**config.mk**
```make
export PLATFORM = sky130hd
export DESIGN_NAME = perf_monitor
export DESIGN_NICKNAME = d
export VERILOG_FILES = /design/src/logic/perf_monitor_pkg.sv /design/src/logic/perf_monitor.sv /design/src/logic/sat_counter.sv
export SDC_FILE = /design/constraint.sdc
export NUM_CORES = 1
export LEC_CHECK = 0
export BUFFER_PORTS_ARGS = -buffer_cell sky130_fd_sc_hd__clkbuf_2
export CAP_MARGIN = 20
export CORE_MARGIN = 2
export CORE_UTILIZATION = 45
export CTS_BUF_LIST = sky130_fd_sc_hd__clkbuf_2
export CTS_CLUSTER_SIZE = 20
export DETAILED_ROUTE_END_ITERATION = 12
export PLACE_DENSITY = 0.72
export SYNTH_ARGS = -nofsm -noshare
export SYNTH_HDL_FRONTEND = slang
export SYNTH_SLANG_ARGS = --single-unit
export TNS_END_PERCENT = 50
```
**constraint.sdc**
```tcl
create_clock -name clk_sys_i -period 2.1 [get_ports clk_sys_i]
set_input_delay 0.21 -clock clk_sys_i [delete_from_list [all_inputs] [get_ports clk_sys_i]]
set_output_delay 0.21 -clock clk_sys_i [all_outputs]
set_load 0.01 [all_outputs]
```
**src/logic/perf_monitor_pkg.sv**
```systemverilog
// Package: register map, field layout and timing for the performance monitor.
// Assumes a 10 MHz system clock and APB with 32-bit data.
package perf_monitor_pkg;
   // ------------------------------------------------------------
   // Register indices (byte address is four times the index)
   // ------------------------------------------------------------
   localparam logic [7:0] IDX_STATUS = 8'h49;
   localparam logic [7:0] IDX_VIOL_LO = 8'h4A;
   localparam logic [7:0] IDX_VIOL_HI = 8'h4B;
   localparam logic [7:0] IDX_BITERR_LO = 8'h4C;
   localparam logic [7:0] IDX_BITERR_HI = 8'h4D;
   localparam logic [7:0] IDX_FRAMERR = 8'h4E;
   localparam logic [7:0] IDX_ALIGN = 8'h4F;
   localparam logic [7:0] IDX_CONTROL = 8'h60;
   // ------------------------------------------------------------
   // Field positions
   // ------------------------------------------------------------
   localparam int BIT_OVERRUN = 0;
   localparam int BIT_DONE = 1;
   localparam int BIT_RSVD = 2;
   localparam int BIT_ALIGN_SEL = 0;
   localparam int VIOL_W = 12;
   localparam int BITERR_W = 9;
   localparam int FRAMERR_W = 5;
   localparam int ALIGN_W = 3;
   // ------------------------------------------------------------
   // Timing
   // ------------------------------------------------------------
   localparam int CLK_PERIOD_NS = 100;
   localparam int SETTLE_NS = 2300;
   localparam int SETTLE_CYC = SETTLE_NS / CLK_PERIOD_NS;
   localparam int LATCH_MAX_CYC = 4;
   // ------------------------------------------------------------
   // Types
   // ------------------------------------------------------------
   typedef struct packed {
      logic viol;
      logic biterr;
      logic framerr;
      logic frame_loss;
      logic realign;
   } event_t;
   typedef struct packed {
      logic [11:0] viol;
      logic [8:0] biterr;
      logic [4:0] framerr;
      logic [2:0] align;
   } counts_t;
   typedef enum logic [1:0] {
      ST_IDLE = 2'b00,
      ST_WAIT = 2'b01,
      ST_COPY = 2'b11
   } latch_state_t;
endpackage

```
**src/logic/perf_monitor.sv**
```systemverilog
// Performance monitor counters with APB register access.
// Assumes event inputs are one-cycle pulses, qualified by the line clock enable.
//
// Function
// [RULE1] A write to any count address copies all counts to holding registers, then clears them.
// [RULE2] Latch and clear align with event timing so no event is lost or doubled.
// [RULE3] The host writes exactly one count address per polling cycle.
// [RULE4] Holding registers update within 3.5 line clock periods after the write.
// [RULE5] The host waits the settling time before reading the holding registers.
// [RULE6] Holding contents are undefined after reset until the first latch.
// [RULE7] The transfer flag sets on a transfer and clears on a status read.
// [RULE8] The overrun flag sets when a transfer hits an unread transfer flag; read clears it.
// [RULE9] The host writes zero to the reserved status bit.
// [RULE10] A 12-bit violation counter splits into low byte and upper nibble.
// [RULE11] A 9-bit bit error counter splits into low byte and bit 0 of the next.
// [RULE12] Bit error events are chosen by framing mode, up to seven per frame.
// [RULE13] A 5-bit framing error counter reads in bits 4 to 0.
// [RULE14] A 3-bit counter counts out-of-frame or alignment-change events by a select bit.
// [RULE15] Every counter saturates instead of wrapping.
//
// Register access over APB was left to the implementer.
`timescale 1ns/10ps
module perf_monitor (
   input wire logic clk_sys_i,
   input wire logic nrst_i,
   input wire logic line_clk_en_i,
   input wire logic bpv_i,
   input wire logic [2:0] bit_err_num_i,
   input wire logic frame_bit_err_i,
   input wire logic out_of_frame_event_i,
   input wire logic alignment_change_i,
   input wire logic psel,
   input wire logic penable,
   input wire logic pwrite,
   input wire logic [11:0] paddr,
   input wire logic [31:0] pwdata,
   output logic [31:0] prdata,
   output logic pready,
   output logic pslverr
);
   // ------------------------------------------------------------
   // Bus decode
   // ------------------------------------------------------------
   wire [7:0] reg_idx = paddr[9:2];
   wire access = psel && penable;
   wire wr = access && pwrite;
   wire rd = access && !pwrite;
   wire hit_count = (reg_idx >= perf_monitor_pkg::IDX_VIOL_LO) &&
                    (reg_idx <= perf_monitor_pkg::IDX_ALIGN);
   wire hit_status = reg_idx == perf_monitor_pkg::IDX_STATUS;
   wire hit_ctrl = reg_idx == perf_monitor_pkg::IDX_CONTROL;
   wire mapped = hit_count || hit_status || hit_ctrl;
   wire aligned = paddr[1:0] == 2'b00;
   wire latch_wr = wr && hit_count && aligned; // [RULE1]
   wire status_rd = rd && hit_status && aligned; // [RULE7] [RULE8]

   // ------------------------------------------------------------
   // Software control
   // ------------------------------------------------------------
   logic rsvd_bit;
   logic alignment_change_select;
   always_ff @(posedge clk_sys_i or negedge nrst_i)
   begin
      if (!nrst_i)
      begin
         rsvd_bit <= 1'b0;
         alignment_change_select <= 1'b0;
      end
      else if (wr && hit_status && aligned)
         rsvd_bit <= pwdata[perf_monitor_pkg::BIT_RSVD];
      else if (wr && hit_ctrl && aligned)
         alignment_change_select <= pwdata[perf_monitor_pkg::BIT_ALIGN_SEL];
   end

   // ------------------------------------------------------------
   // Latch sequencer
   // ------------------------------------------------------------
   // Latch waits for the next line clock enable so copy and clear land between events
   perf_monitor_pkg::latch_state_t state;
   perf_monitor_pkg::latch_state_t next_state;
   always_comb
   begin
      next_state = state;
      case (state)
         perf_monitor_pkg::ST_IDLE:
            if (latch_wr)
               next_state = perf_monitor_pkg::ST_WAIT;
         perf_monitor_pkg::ST_WAIT:
            if (line_clk_en_i)
               next_state = perf_monitor_pkg::ST_COPY; // [RULE2] [RULE4]
         perf_monitor_pkg::ST_COPY:
            next_state = perf_monitor_pkg::ST_IDLE;
         default:
            next_state = perf_monitor_pkg::ST_IDLE;
      endcase
   end
   always_ff @(posedge clk_sys_i or negedge nrst_i)
   begin
      if (!nrst_i)
         state <= perf_monitor_pkg::ST_IDLE;
      else
         state <= next_state;
   end
   wire do_copy = state == perf_monitor_pkg::ST_COPY;

   // ------------------------------------------------------------
   // Live counters
   // ------------------------------------------------------------
   wire perf_monitor_pkg::event_t ev;
   assign ev.viol = line_clk_en_i && bpv_i;
   assign ev.biterr = line_clk_en_i && (bit_err_num_i != 3'h0);
   assign ev.framerr = line_clk_en_i && frame_bit_err_i;
   assign ev.frame_loss = line_clk_en_i && out_of_frame_event_i;
   assign ev.realign = line_clk_en_i && alignment_change_i;
   wire align_inc = alignment_change_select ? ev.realign : ev.frame_loss; // [RULE14]

   wire perf_monitor_pkg::counts_t live;
   perf_monitor_pkg::counts_t hold;
   sat_counter #(.W(perf_monitor_pkg::VIOL_W)) u_viol (
      .clk_sys_i(clk_sys_i),
      .nrst_i(nrst_i),
      .inc_i(ev.viol), // [RULE10]
      .clr_i(do_copy),
      .count_o(live.viol)
   );
   sat_counter #(.W(perf_monitor_pkg::FRAMERR_W)) u_framerr (
      .clk_sys_i(clk_sys_i),
      .nrst_i(nrst_i),
      .inc_i(ev.framerr), // [RULE13]
      .clr_i(do_copy),
      .count_o(live.framerr)
   );
   sat_counter #(.W(perf_monitor_pkg::ALIGN_W)) u_align (
      .clk_sys_i(clk_sys_i),
      .nrst_i(nrst_i),
      .inc_i(align_inc),
      .clr_i(do_copy),
      .count_o(live.align)
   );

   // Bit error counter adds up to seven errors at once, saturating
   logic [8:0] biterr_cnt;
   wire [9:0] biterr_sum = {1'b0, biterr_cnt} + {7'h00, bit_err_num_i}; // [RULE12]
   wire [8:0] biterr_step = biterr_sum[9] ? 9'h1FF : biterr_sum[8:0]; // [RULE15]
   wire [8:0] biterr_base = ev.biterr ? biterr_step : biterr_cnt;
   wire [8:0] next_biterr = do_copy ? (ev.biterr ? {6'h00, bit_err_num_i} : 9'h000) :
                            biterr_base; // [RULE11]
   always_ff @(posedge clk_sys_i or negedge nrst_i)
   begin
      if (!nrst_i)
         biterr_cnt <= 9'h000;
      else
         biterr_cnt <= next_biterr;
   end
   assign live.biterr = biterr_cnt;

   // ------------------------------------------------------------
   // Holding registers and status
   // ------------------------------------------------------------
   // Holding has no reset; contents mean nothing before the first latch
   always_ff @(posedge clk_sys_i)
   begin
      if (do_copy)
         hold <= live; // [RULE1] [RULE6]
   end

   logic transfer_done_flag;
   logic holding_overrun_flag;
   // Set wins over a read clear; a read clears only what its data showed,
   // so a transfer landing between setup and access is not lost
   wire shown_done = status_rd && prdata[perf_monitor_pkg::BIT_DONE];
   wire shown_overrun = status_rd && prdata[perf_monitor_pkg::BIT_OVERRUN];
   wire next_done = do_copy || (transfer_done_flag && !shown_done); // [RULE7]
   wire next_overrun = (do_copy && transfer_done_flag) ||
                       (holding_overrun_flag && !shown_overrun); // [RULE8]
   always_ff @(posedge clk_sys_i or negedge nrst_i)
   begin
      if (!nrst_i)
      begin
         transfer_done_flag <= 1'b0;
         holding_overrun_flag <= 1'b0;
      end
      else
      begin
         transfer_done_flag <= next_done;
         holding_overrun_flag <= next_overrun;
      end
   end

   // ------------------------------------------------------------
   // Read mux
   // ------------------------------------------------------------
   logic [31:0] rd_mux;
   always_comb
   begin
      rd_mux = 32'h0000_0000;
      case (reg_idx)
         perf_monitor_pkg::IDX_STATUS:
         begin
            rd_mux[perf_monitor_pkg::BIT_OVERRUN] = holding_overrun_flag;
            rd_mux[perf_monitor_pkg::BIT_DONE] = transfer_done_flag;
            rd_mux[perf_monitor_pkg::BIT_RSVD] = rsvd_bit;
         end
         perf_monitor_pkg::IDX_VIOL_LO: rd_mux[7:0] = hold.viol[7:0]; // [RULE10]
         perf_monitor_pkg::IDX_VIOL_HI: rd_mux[3:0] = hold.viol[11:8]; // [RULE10]
         perf_monitor_pkg::IDX_BITERR_LO: rd_mux[7:0] = hold.biterr[7:0]; // [RULE11]
         perf_monitor_pkg::IDX_BITERR_HI: rd_mux[0] = hold.biterr[8]; // [RULE11]
         perf_monitor_pkg::IDX_FRAMERR: rd_mux[4:0] = hold.framerr; // [RULE13]
         perf_monitor_pkg::IDX_ALIGN: rd_mux[2:0] = hold.align; // [RULE14]
         perf_monitor_pkg::IDX_CONTROL:
            rd_mux[perf_monitor_pkg::BIT_ALIGN_SEL] = alignment_change_select;
         default: rd_mux = 32'h0000_0000;
      endcase
   end

   always_ff @(posedge clk_sys_i or negedge nrst_i)
   begin
      if (!nrst_i)
         prdata <= 32'h0000_0000;
      else if (psel && !penable && !pwrite)
         prdata <= rd_mux;
   end
   // Zero wait states; a write during a pending latch still counts as one request
   assign pready = 1'b1;
   assign pslverr = access && !(mapped && aligned);

   // ------------------------------------------------------------
   // Checks
   // ------------------------------------------------------------
   // Sequencer
   a_latch_timing: assert property (@(posedge clk_sys_i) disable iff (!nrst_i) // [RULE4]
      state == perf_monitor_pkg::ST_WAIT && line_clk_en_i |=> do_copy)
      else $error("latch copy not on next line enable");
   a_latch_accept: assert property (@(posedge clk_sys_i) disable iff (!nrst_i) // [RULE1]
      latch_wr && state == perf_monitor_pkg::ST_IDLE |=> state == perf_monitor_pkg::ST_WAIT)
      else $error("latch write not taken");
   a_wait_holds: assert property (@(posedge clk_sys_i) disable iff (!nrst_i) // [RULE2]
      state == perf_monitor_pkg::ST_WAIT && !line_clk_en_i |=> state == perf_monitor_pkg::ST_WAIT)
      else $error("latch copied between line enables");
   a_idle_quiet: assert property (@(posedge clk_sys_i) disable iff (!nrst_i) // [RULE1]
      state == perf_monitor_pkg::ST_IDLE && !latch_wr |=> state == perf_monitor_pkg::ST_IDLE)
      else $error("latch started without a write");
   a_unaligned_no_latch: assert property (@(posedge clk_sys_i) disable iff (!nrst_i) // [RULE1]
      wr && hit_count && !aligned && state == perf_monitor_pkg::ST_IDLE |=>
      state == perf_monitor_pkg::ST_IDLE)
      else $error("refused write started a latch");
   a_sequencer_bound: assert property (@(posedge clk_sys_i) disable iff (!nrst_i) // [RULE2]
      state == perf_monitor_pkg::ST_COPY |=> state == perf_monitor_pkg::ST_IDLE)
      else $error("latch sequencer stuck");

   // Copy and flags
   a_copy_clears: assert property (@(posedge clk_sys_i) disable iff (!nrst_i) // [RULE1]
      do_copy && !line_clk_en_i |=> live.viol == 12'h000 && live.biterr == 9'h000 &&
      live.framerr == 5'h00 && live.align == 3'h0)
      else $error("counters not cleared by latch");
   a_hold_loaded: assert property (@(posedge clk_sys_i) disable iff (!nrst_i) // [RULE2]
      do_copy |=> hold == $past(live))
      else $error("holding values differ from live counts");
   a_done_set: assert property (@(posedge clk_sys_i) disable iff (!nrst_i) // [RULE7]
      do_copy |=> transfer_done_flag)
      else $error("transfer flag not set");
   a_done_keeps: assert property (@(posedge clk_sys_i) disable iff (!nrst_i) // [RULE7]
      transfer_done_flag && !shown_done |=> transfer_done_flag)
      else $error("transfer flag lost without a read");
   a_done_clear: assert property (@(posedge clk_sys_i) disable iff (!nrst_i) // [RULE7]
      shown_done && !do_copy |=> !transfer_done_flag)
      else $error("transfer flag not cleared by read");
   a_overrun_set: assert property (@(posedge clk_sys_i) disable iff (!nrst_i) // [RULE8]
      do_copy && transfer_done_flag |=> holding_overrun_flag)
      else $error("overrun not flagged");
   a_overrun_clear: assert property (@(posedge clk_sys_i) disable iff (!nrst_i) // [RULE8]
      shown_overrun && !do_copy |=> !holding_overrun_flag)
      else $error("overrun not cleared by read");
   a_overrun_cause: assert property (@(posedge clk_sys_i) disable iff (!nrst_i) // [RULE8]
      $rose(holding_overrun_flag) |-> $past(do_copy) && $past(transfer_done_flag))
      else $error("overrun set without cause");

   // Counters
   a_viol_count: assert property (@(posedge clk_sys_i) disable iff (!nrst_i) // [RULE10]
      !do_copy && ev.viol && live.viol != 12'hFFF |=>
      live.viol == $past(live.viol) + 12'h001)
      else $error("violation not counted");
   a_viol_saturate: assert property (@(posedge clk_sys_i) disable iff (!nrst_i) // [RULE15]
      live.viol == 12'hFFF && !do_copy |=> live.viol == 12'hFFF)
      else $error("violation counter wrapped");
   a_framerr_count: assert property (@(posedge clk_sys_i) disable iff (!nrst_i) // [RULE13]
      !do_copy && ev.framerr && live.framerr != 5'h1F |=>
      live.framerr == $past(live.framerr) + 5'h01)
      else $error("framing error not counted");
   a_framerr_saturate: assert property (@(posedge clk_sys_i) disable iff (!nrst_i) // [RULE15]
      live.framerr == 5'h1F && !do_copy |=> live.framerr == 5'h1F)
      else $error("framing error counter wrapped");
   a_biterr_step: assert property (@(posedge clk_sys_i) disable iff (!nrst_i) // [RULE12]
      !do_copy && line_clk_en_i && biterr_cnt < 9'h1F0 |=>
      biterr_cnt == $past(biterr_cnt) + $past(bit_err_num_i))
      else $error("bit error count step wrong");
   a_biterr_saturate: assert property (@(posedge clk_sys_i) disable iff (!nrst_i) // [RULE15]
      biterr_cnt == 9'h1FF && !do_copy |=> biterr_cnt == 9'h1FF)
      else $error("bit error counter wrapped");
   a_align_count: assert property (@(posedge clk_sys_i) disable iff (!nrst_i) // [RULE14]
      !do_copy && align_inc && live.align != 3'h7 |=>
      live.align == $past(live.align) + 3'h1)
      else $error("selected alignment event not counted");
   a_align_select: assert property (@(posedge clk_sys_i) disable iff (!nrst_i) // [RULE14]
      !do_copy && ev.realign && !ev.frame_loss && !alignment_change_select
      |=> live.align == $past(live.align))
      else $error("alignment change counted while out-of-frame selected");
endmodule

```
**src/logic/sat_counter.sv**
```systemverilog
// Saturating event counter with synchronous clear.
// Assumes inc and clr are single-cycle qualified strobes.
`timescale 1ns/10ps
module sat_counter #(
   parameter int W = 8
) (
   input wire logic clk_sys_i,
   input wire logic nrst_i,
   input wire logic inc_i,
   input wire logic clr_i,
   output logic [W-1:0] count_o
);
   wire at_max = &count_o;
   // Clear with simultaneous event restarts at one, so nothing is lost
   wire [W-1:0] next_count = clr_i ? {{(W-1){1'b0}}, inc_i} :
                             (inc_i && !at_max) ? count_o + 1'b1 : count_o; // [RULE15]
   always_ff @(posedge clk_sys_i or negedge nrst_i)
   begin
      if (!nrst_i)
         count_o <= '0;
      else
         count_o <= next_count;
   end
endmodule

```
==> results.yml, run 1 <==
status:
  run_status: "finished, final reports clean"
global_route:
  number_of_antenna_violations_at_the_first_check_in_global_routing: 0
  grt_start_max_net_pins: 31
  wire_length_of_the_first_global_routing_pass_um: 12400
  gr-usage-met2_pct: 27.8
  total_congestion_overflow: 0
  globalRoute.busiestLayer: "met2"
  grt_util_met3_pct: 4.31
  globalRouteTotalUtil_pct: 18.3
  vias_in_the_first_global_route: 2527
  met1_usage_grt_pct: 25.6
cells_and_area:
  final_nets: 445
  register_area_sq_mm: 0.00195
  fillerInstances: 714
  diodes: 0
  fin_util_pct: 51.6
  final_cells: 485
  area_delta_synth_final_pct: 9.67
  drive_above_1_share_pct: 18.0
  multi_input_comb_area_sq_mm: 0.00154
synth:
  postSynthAreaPerCell_sq_um: 11.0
  yosys_warnings: 0
  synthDistinctLibCells: 61
  synthFlopType: "sky130_fd_sc_hd__dfrtp_1"
  syn-instance-count: 333
  ys_seq_elements: 72
  synth_seq_area_share_pct: 53.0
  synth_edf_count: 29
  post_synth_instance_area_sq_mm: 0.00367
  postSynth.asyncResetShare_pct: 59.7
sta:
  timing.final.crit_share_pct: 90.0
  report.final.slew_viol_count: 0
  clock_skew_ps: 30.8
  timing_hold_violations_final: 0
  timing.setup.tns_ps: 0
  report.final.setup_viol: 0
  grt_setup_unrepaired: "no"
  maxClockFrequency_mhz: 529
  timing_worst_slew_pin_value_ps: 562
  whs_ps: 52.6
  layout_min_cycle_time_ps: 1890
  slew_headroom_pct: 62.0
clock_tree:
  clock_latency_ps: 510
  cts_buffers: 9
  cts_sinks: 72
  cts.repair_timing.setup_buffer_count: 0
  clock_tree_from_tritoncts: "built"
  cts.path.max_buffers: 2
  cts_resized: 0
  htree_levels: 3
  cts.clk_slew.worst_paths_ps: 220
  post_cts_hold_buffer_count: 6
  clk_root_buffer_cell: "sky130_fd_sc_hd__clkbuf_2"
placement:
  dpl.hpwl_um: 5360
  placedCellCount: 464
  port_buffers: 33
  gp_routability_congestion: 0.928
routing:
  drc_violations_left: 0
  drt_pre_antenna_iters: 4
  wl_um: 7370
  avgRoutedWirePerCell_um: 15.2
  detailedRoute.firstIterationViolations: 132
  routed-via-count: 2689
  antenna_violating_nets_post_route: 0
  avgViaCountPerCell: 5.54
job:
  max-cap-violations: 0
critical_path:
  worst_ep_required_time_ps: 2500
  critical_path.reg2reg.startpoint: "biterr_cnt[2]"
  end_kind: "flip-flop"
  crit_path_start_kind: "flip-flop"
  worstSetupPathType: "reg2reg"
  critPathMaxStageDelay_ps: 450
  worst_endpoint_data_arrival_time_ps: 2290
  cp_slowest_cell: "sky130_fd_sc_hd__dfrtp_1"
  worst_setup_path_startpoint: "biterr_cnt[2]"
  critical_path.cell_chain: "ha_1 -> o21ai_0 -> nor2_1 -> a31oi_1 -> a311oi_1"
  critPathMaxFanout: 8
floorplanning:
  core_sq_mm: 0.00781
  design.die.area_sq_mm: 0.00890
  die_width_um: 94.4
  die-height_um: 94.4
  initial_cell_density_of_the_core_pct: 47.1
  boundaryPins: 91
  num_rows: 32
power:
  irDropWorstVdd_mv: 0.514
  swShare_pct: 32.5
  comb_power_share_pct: 20.6
  power.leakage_uw: 0.00165
  clock_power_share_pct: 22.0
  seq_power_share_pct: 57.4
  power.switching_uw: 1110
  pwr_density_cell_mw_per_mm2: 845
  p_total_uw: 3400
  total_internal_power_uw: 2300
worst_hold_path:
  min-delay-start: "line_clk_en_i"
  worstHoldPathType: "in2reg"
==> layer usage <==
layer | routed length (um) | part of all wire [%] | vias to the layer above
li1 | - | - | 1299
met1 | 3530 | 48 | 1299
met2 | 3250 | 44 | 81
met3 | 425 | 5.8 | 10
met4 | 168 | 2.3 | 0
met5 | 0 | 0 | -
==> registers in the layout, summed over array words and instances, names as in the netlist <==
signal                   count
transfer_done_flag           1
u_align.count_o              3
prdata                       8
biterr_cnt                   9
alignment_change_select      1
rsvd_bit                     1
hold                        29
u_framerr.count_o            5
u_viol.count_o              12
holding_overrun_flag         1
state                        2
==> power by group through the flow <==
stage / registers (uW) / logic (uW) / clock network (uW)
finish: 1950 / 702 / 748
CTS: 1950 / 708 / 765
global placement: 1970 / 661 / 0
floorplan: 1910 / 560 / 0
global route: 2000 / 812 / 828
detailed placement: 1980 / 699 / 0
==> cell usage after synthesis (4+ instances only) <==
library cell | n | area (sq um)
sky130_fd_sc_hd__o211ai_1 | 4 | 30.0
sky130_fd_sc_hd__nor3_1 | 10 | 50.1
sky130_fd_sc_hd__buf_4 | 26 | 195
sky130_fd_sc_hd__nand3_1 | 8 | 40.0
sky130_fd_sc_hd__mux2_2 | 6 | 67.6
sky130_fd_sc_hd__nor4_1 | 5 | 31.3
sky130_fd_sc_hd__nand2_1 | 27 | 101
sky130_fd_sc_hd__dfrtp_1 | 43 | 1080
sky130_fd_sc_hd__a31oi_1 | 12 | 75.1
sky130_fd_sc_hd__o21ai_0 | 13 | 65.1
sky130_fd_sc_hd__nand4_1 | 5 | 31.3
sky130_fd_sc_hd__xor2_1 | 4 | 35.0
sky130_fd_sc_hd__a21oi_1 | 11 | 55.1
sky130_fd_sc_hd__ha_1 | 8 | 100
sky130_fd_sc_hd__inv_1 | 6 | 22.5
sky130_fd_sc_hd__or3_1 | 6 | 37.5
sky130_fd_sc_hd__mux2i_1 | 9 | 90.1
sky130_fd_sc_hd__a211oi_1 | 6 | 45.0
sky130_fd_sc_hd__and4_1 | 4 | 35.0
sky130_fd_sc_hd__edfxtp_1 | 29 | 871
sky130_fd_sc_hd__nor2_1 | 27 | 101
==> critical path: cells and delay by family (launching register included) <==
| kind | cells | cell delay, ps |
|---|---|---|
| flops | 1 | 450 |
| compound gates | 3 | 540 |
| fa+ha+maj | 1 | 360 |
| simple gates | 1 | 450 |
==> final cells by class <==
| type | count | area share [%] |
|---|---|---|
| Clock buffer | 9 | 1.12 |
| Clock inverter | 6 | 1.52 |
| Inverter | 7 | 0.652 |
| Multi-Input combinational cell | 243 | 38.3 |
| Sequential cell | 72 | 48.3 |
| Tap cell | 102 | 3.17 |
| Timing Repair Buffer | 46 | 6.89 |
==> worst paths after layout <==
path | endpoint | slack (ps) | depth (start not counted)
worst max-delay path | biterr_cnt[7] | 210 | 5
worst min-delay path | state[1] | 50 | 3
worst max register to register | biterr_cnt[7] | 210 | 5
worst min register to register | state[1] | 480 | 1
max in group asynchronous | u_framerr.count_o[3] | 1310 | 3
min in group asynchronous | prdata[1] | 170 | 2
==> per-stage QoR <==
step,cell area (sq um),setup slack [ps]
2_1_floorplan,3760,98.2
5_1_grt,4030,23.7
3_3_place_gp,3860,319
3_5_place_dp,3860,298
4_1_cts,4030,235
6_report,4030,210
==> kinds of logic after synthesis <==
group	Yosys count	share of synthesized area, %
flip-flops	72	53.0
multiplexers	15	4.29
AND/OR/NAND/NOR	116	17.2
adder cells (fa/ha/maj)	9	3.27
XOR/XNOR	4	0.954
buffers and inverters	41	7.32
other	2	0.204
AO/OA/AOI/OAI	74	13.7
==> layout by cell type (no fill, tap or decap), types with 4 or more instances in the layout <==
master	Yosys	routed
sky130_fd_sc_hd__dfrtp_1	43	43
sky130_fd_sc_hd__clkbuf_2	0	42
sky130_fd_sc_hd__edfxtp_1	29	29
sky130_fd_sc_hd__nand2_1	27	27
sky130_fd_sc_hd__nor2_1	27	27
sky130_fd_sc_hd__conb_1	2	25
sky130_fd_sc_hd__o21ai_0	13	13
sky130_fd_sc_hd__a31oi_1	12	12
sky130_fd_sc_hd__a21oi_1	11	11
sky130_fd_sc_hd__nor3_1	10	10
sky130_fd_sc_hd__mux2i_1	9	9
sky130_fd_sc_hd__nand3_1	8	8
sky130_fd_sc_hd__ha_1	8	8
sky130_fd_sc_hd__buf_4	26	7
sky130_fd_sc_hd__inv_1	6	6
sky130_fd_sc_hd__a211oi_1	6	6
sky130_fd_sc_hd__or3_1	6	6
sky130_fd_sc_hd__mux2_2	6	6
sky130_fd_sc_hd__dlygate4sd3_1	0	6
sky130_fd_sc_hd__nand4_1	5	5
sky130_fd_sc_hd__nor4_1	5	5
sky130_fd_sc_hd__xor2_1	4	4
sky130_fd_sc_hd__and4_1	4	4
sky130_fd_sc_hd__o211ai_1	4	4
Note: power is estimated with default switching activity, not from simulation.
==> run 2, diff against run 1 <==
--- a/config.mk
+++ b/config.mk
@@ -9,10 +9,10 @@
 export CAP_MARGIN = 20
 export CORE_MARGIN = 2
 export CORE_UTILIZATION = 45
-export CTS_BUF_LIST = sky130_fd_sc_hd__clkbuf_2
+export CTS_BUF_LIST = sky130_fd_sc_hd__clkbuf_16
 export CTS_CLUSTER_SIZE = 20
 export DETAILED_ROUTE_END_ITERATION = 12
-export PLACE_DENSITY = 0.72
+export PLACE_DENSITY = 0.69
 export SYNTH_ARGS = -nofsm -noshare
 export SYNTH_HDL_FRONTEND = slang
 export SYNTH_SLANG_ARGS = --single-unit
==> constraint.sdc (replaced) <==
create_clock -name clk_sys_i -period 1.95 [get_ports clk_sys_i]
set_input_delay 0.195 -clock clk_sys_i [delete_from_list [all_inputs] [get_ports clk_sys_i]]
set_output_delay 0.195 -clock clk_sys_i [all_outputs]
set_load 0.01 [all_outputs]
==> results.yml, run 2 (synthesized netlist as in run 1, its figures left out) <==
status:
  run_status: "finished, final reports clean"
cells_and_area:
  fillerInstances: 687
  mostFrequentLayoutCells: "sky130_fd_sc_hd__dfrtp_1, sky130_fd_sc_hd__clkbuf_2, sky130_fd_sc_hd__edfxtp_1"
  largestRegisters: "hold: 29 flops, u_viol.count_o: 12 flops, biterr_cnt: 9 flops"
  top_register: "hold"
  largest_reg_flops: 29
  layout_commonest_cell: "sky130_fd_sc_hd__dfrtp_1"
  diodes: 0
  area_delta_synth_final_pct: 15.4
  drive_above_1_share_pct: 19.4
  final_nets: 442
clock_tree:
  clk_root_buffer_cell: "sky130_fd_sc_hd__clkbuf_16"
  cts_sinks: 72
  cts.clk_slew.worst_paths_ps: 60
  cts.path.max_buffers: 2
  cts_buffers: 9
  cts.repair_timing.setup_buffer_count: 0
  clock_latency_ps: 330
  htree_levels: 3
  clock_tree_from_tritoncts: "built"
sta:
  timing_worst_slew_pin_value_ps: 631
  timing_hold_violations_final: 0
  layout_min_cycle_time_ps: 1790
  clock_skew_ps: 6.76
  report.final.slew_viol_count: 0
  timing.final.crit_share_pct: 91.5
  report.final.setup_viol: 0
  slew_headroom_pct: 57.9
  grt_setup_unrepaired: "no"
  maxClockFrequency_mhz: 560
  timing.setup.tns_ps: 0
floorplanning:
  initial_cell_density_of_the_core_pct: 47.1
  boundaryPins: 91
  num_rows: 32
  die-height_um: 94.4
  design.die.area_sq_mm: 0.00890
  core_sq_mm: 0.00781
  die_width_um: 94.4
critical_path:
  critical_path.reg2reg.startpoint: "biterr_cnt[0]"
  cp_top_family: "adder cells"
  worst_endpoint_data_arrival_time_ps: 2030
  worst_ep_required_time_ps: 2190
  timing.critical_path.buf_inv: 0
  end_kind: "flip-flop"
  worstSetupPathType: "reg2reg"
  critical_path.cell_chain: "ha_1 -> fa_1 -> a21oi_1 -> nor4b_2 -> and3b_1 -> nor3_1"
  cp_slowest_cell: "sky130_fd_sc_hd__fa_1"
  worst_setup_path_startpoint: "biterr_cnt[0]"
  critPathMaxFanout: 4
  critPathMaxStageDelay_ps: 410
  crit_path_start_kind: "flip-flop"
placement:
  gp_routability_congestion: 0.869
  dpl.hpwl_um: 5360
  port_buffers: 33
power:
  p_total_uw: 4770
  pwr_density_cell_mw_per_mm2: 1130
  irDropWorstVdd_mv: 0.669
  power.leakage_uw: 0.00175
global_route:
  number_of_antenna_violations_at_the_first_check_in_global_routing: 0
  grt_start_max_net_pins: 34
  globalRouteTotalUtil_pct: 18.5
  wire_length_of_the_first_global_routing_pass_um: 12500
  vias_in_the_first_global_route: 2552
  total_congestion_overflow: 0
job:
  max-cap-violations: 0
routing:
  detailedRoute.firstIterationViolations: 145
  antenna_violating_nets_post_route: 0
  drt_pre_antenna_iters: 4
  avgViaCountPerCell: 5.58
  wl_um: 7450
  avgRoutedWirePerCell_um: 15.4
  drc_violations_left: 0
  routed-via-count: 2696
worst_hold_path:
  min-delay-start: "pwdata[0]"
  worstHoldPathType: "in2reg"
==> run 2: where the power goes <==
part           internal [uW]  switching (uW)  leakage (uW)
Clock                   1250             626      0.000170
Combinational            354             418      0.000782
Sequential              1860             262      0.000795
==> run 2: worst register-to-register path: cells and delay by family (launching register included) <==
family,cells,cell delay (ps)
flip-flops,1,400
AND/OR/NAND/NOR,3,410
AO/OA/AOI/OAI,1,240
adder cells (fa/ha/maj),2,650
==> run 2: stage by stage <==
stage | instance area [sq um] | util (%) | hold WS (ps) | worst slack [ps] | std cells
finish | 4240 | 54.3 | 95.0 | 165 | 483
global placement | 3880 | 49.7 | 232 | 113 | 466
global route | 4240 | 54.3 | 104 | 35.6 | 483
floorplan | 3770 | - | -101 | 313 | 356
CTS | 4230 | 54.2 | 89.1 | 74.7 | 483
detailed placement | 3880 | 49.7 | 237 | 106 | 466
==> run 2: per-layer routing <==
metal	vias up	part of all wire, %	track usage [%]
met5	-	0	0
met4	0	3.3	11.2
met3	20	5.7	3.27
met2	106	44	28.0
met1	1276	47	24.8
li1	1294	-	-
==> run 2: path summary, 6_finish.rpt <==
check / slack (ps) / cells after the start / endpoint
worst max-delay path: 160 / 6 / biterr_cnt[8]
min in group asynchronous: 420 / 2 / biterr_cnt[3]
max in group asynchronous: 800 / 3 / u_viol.count_o[9]
worst min-delay path: 90 / 2 / alignment_change_select
worst max register to register: 160 / 6 / biterr_cnt[8]
worst min register to register: 450 / 1 / state[1]
==> run 2: cell type report <==
class                           count  area [sq um]  area share, %
Sequential cell                    72          1950           45.9
Timing Repair Buffer               43           243           5.73
Inverter                            7          26.3          0.620
Clock inverter                      7           118           2.78
Tap cell                          102           128           3.01
Clock buffer                        9           225           5.31
Multi-Input combinational cell    243          1550           36.6
==> run 2: timing repair <==
item | CTS | global route
hold endpoints to repair | 21 | 0
resized for setup | 0 | 2
setup endpoints to repair | 0 | 3
hold buffers | 1 | 0
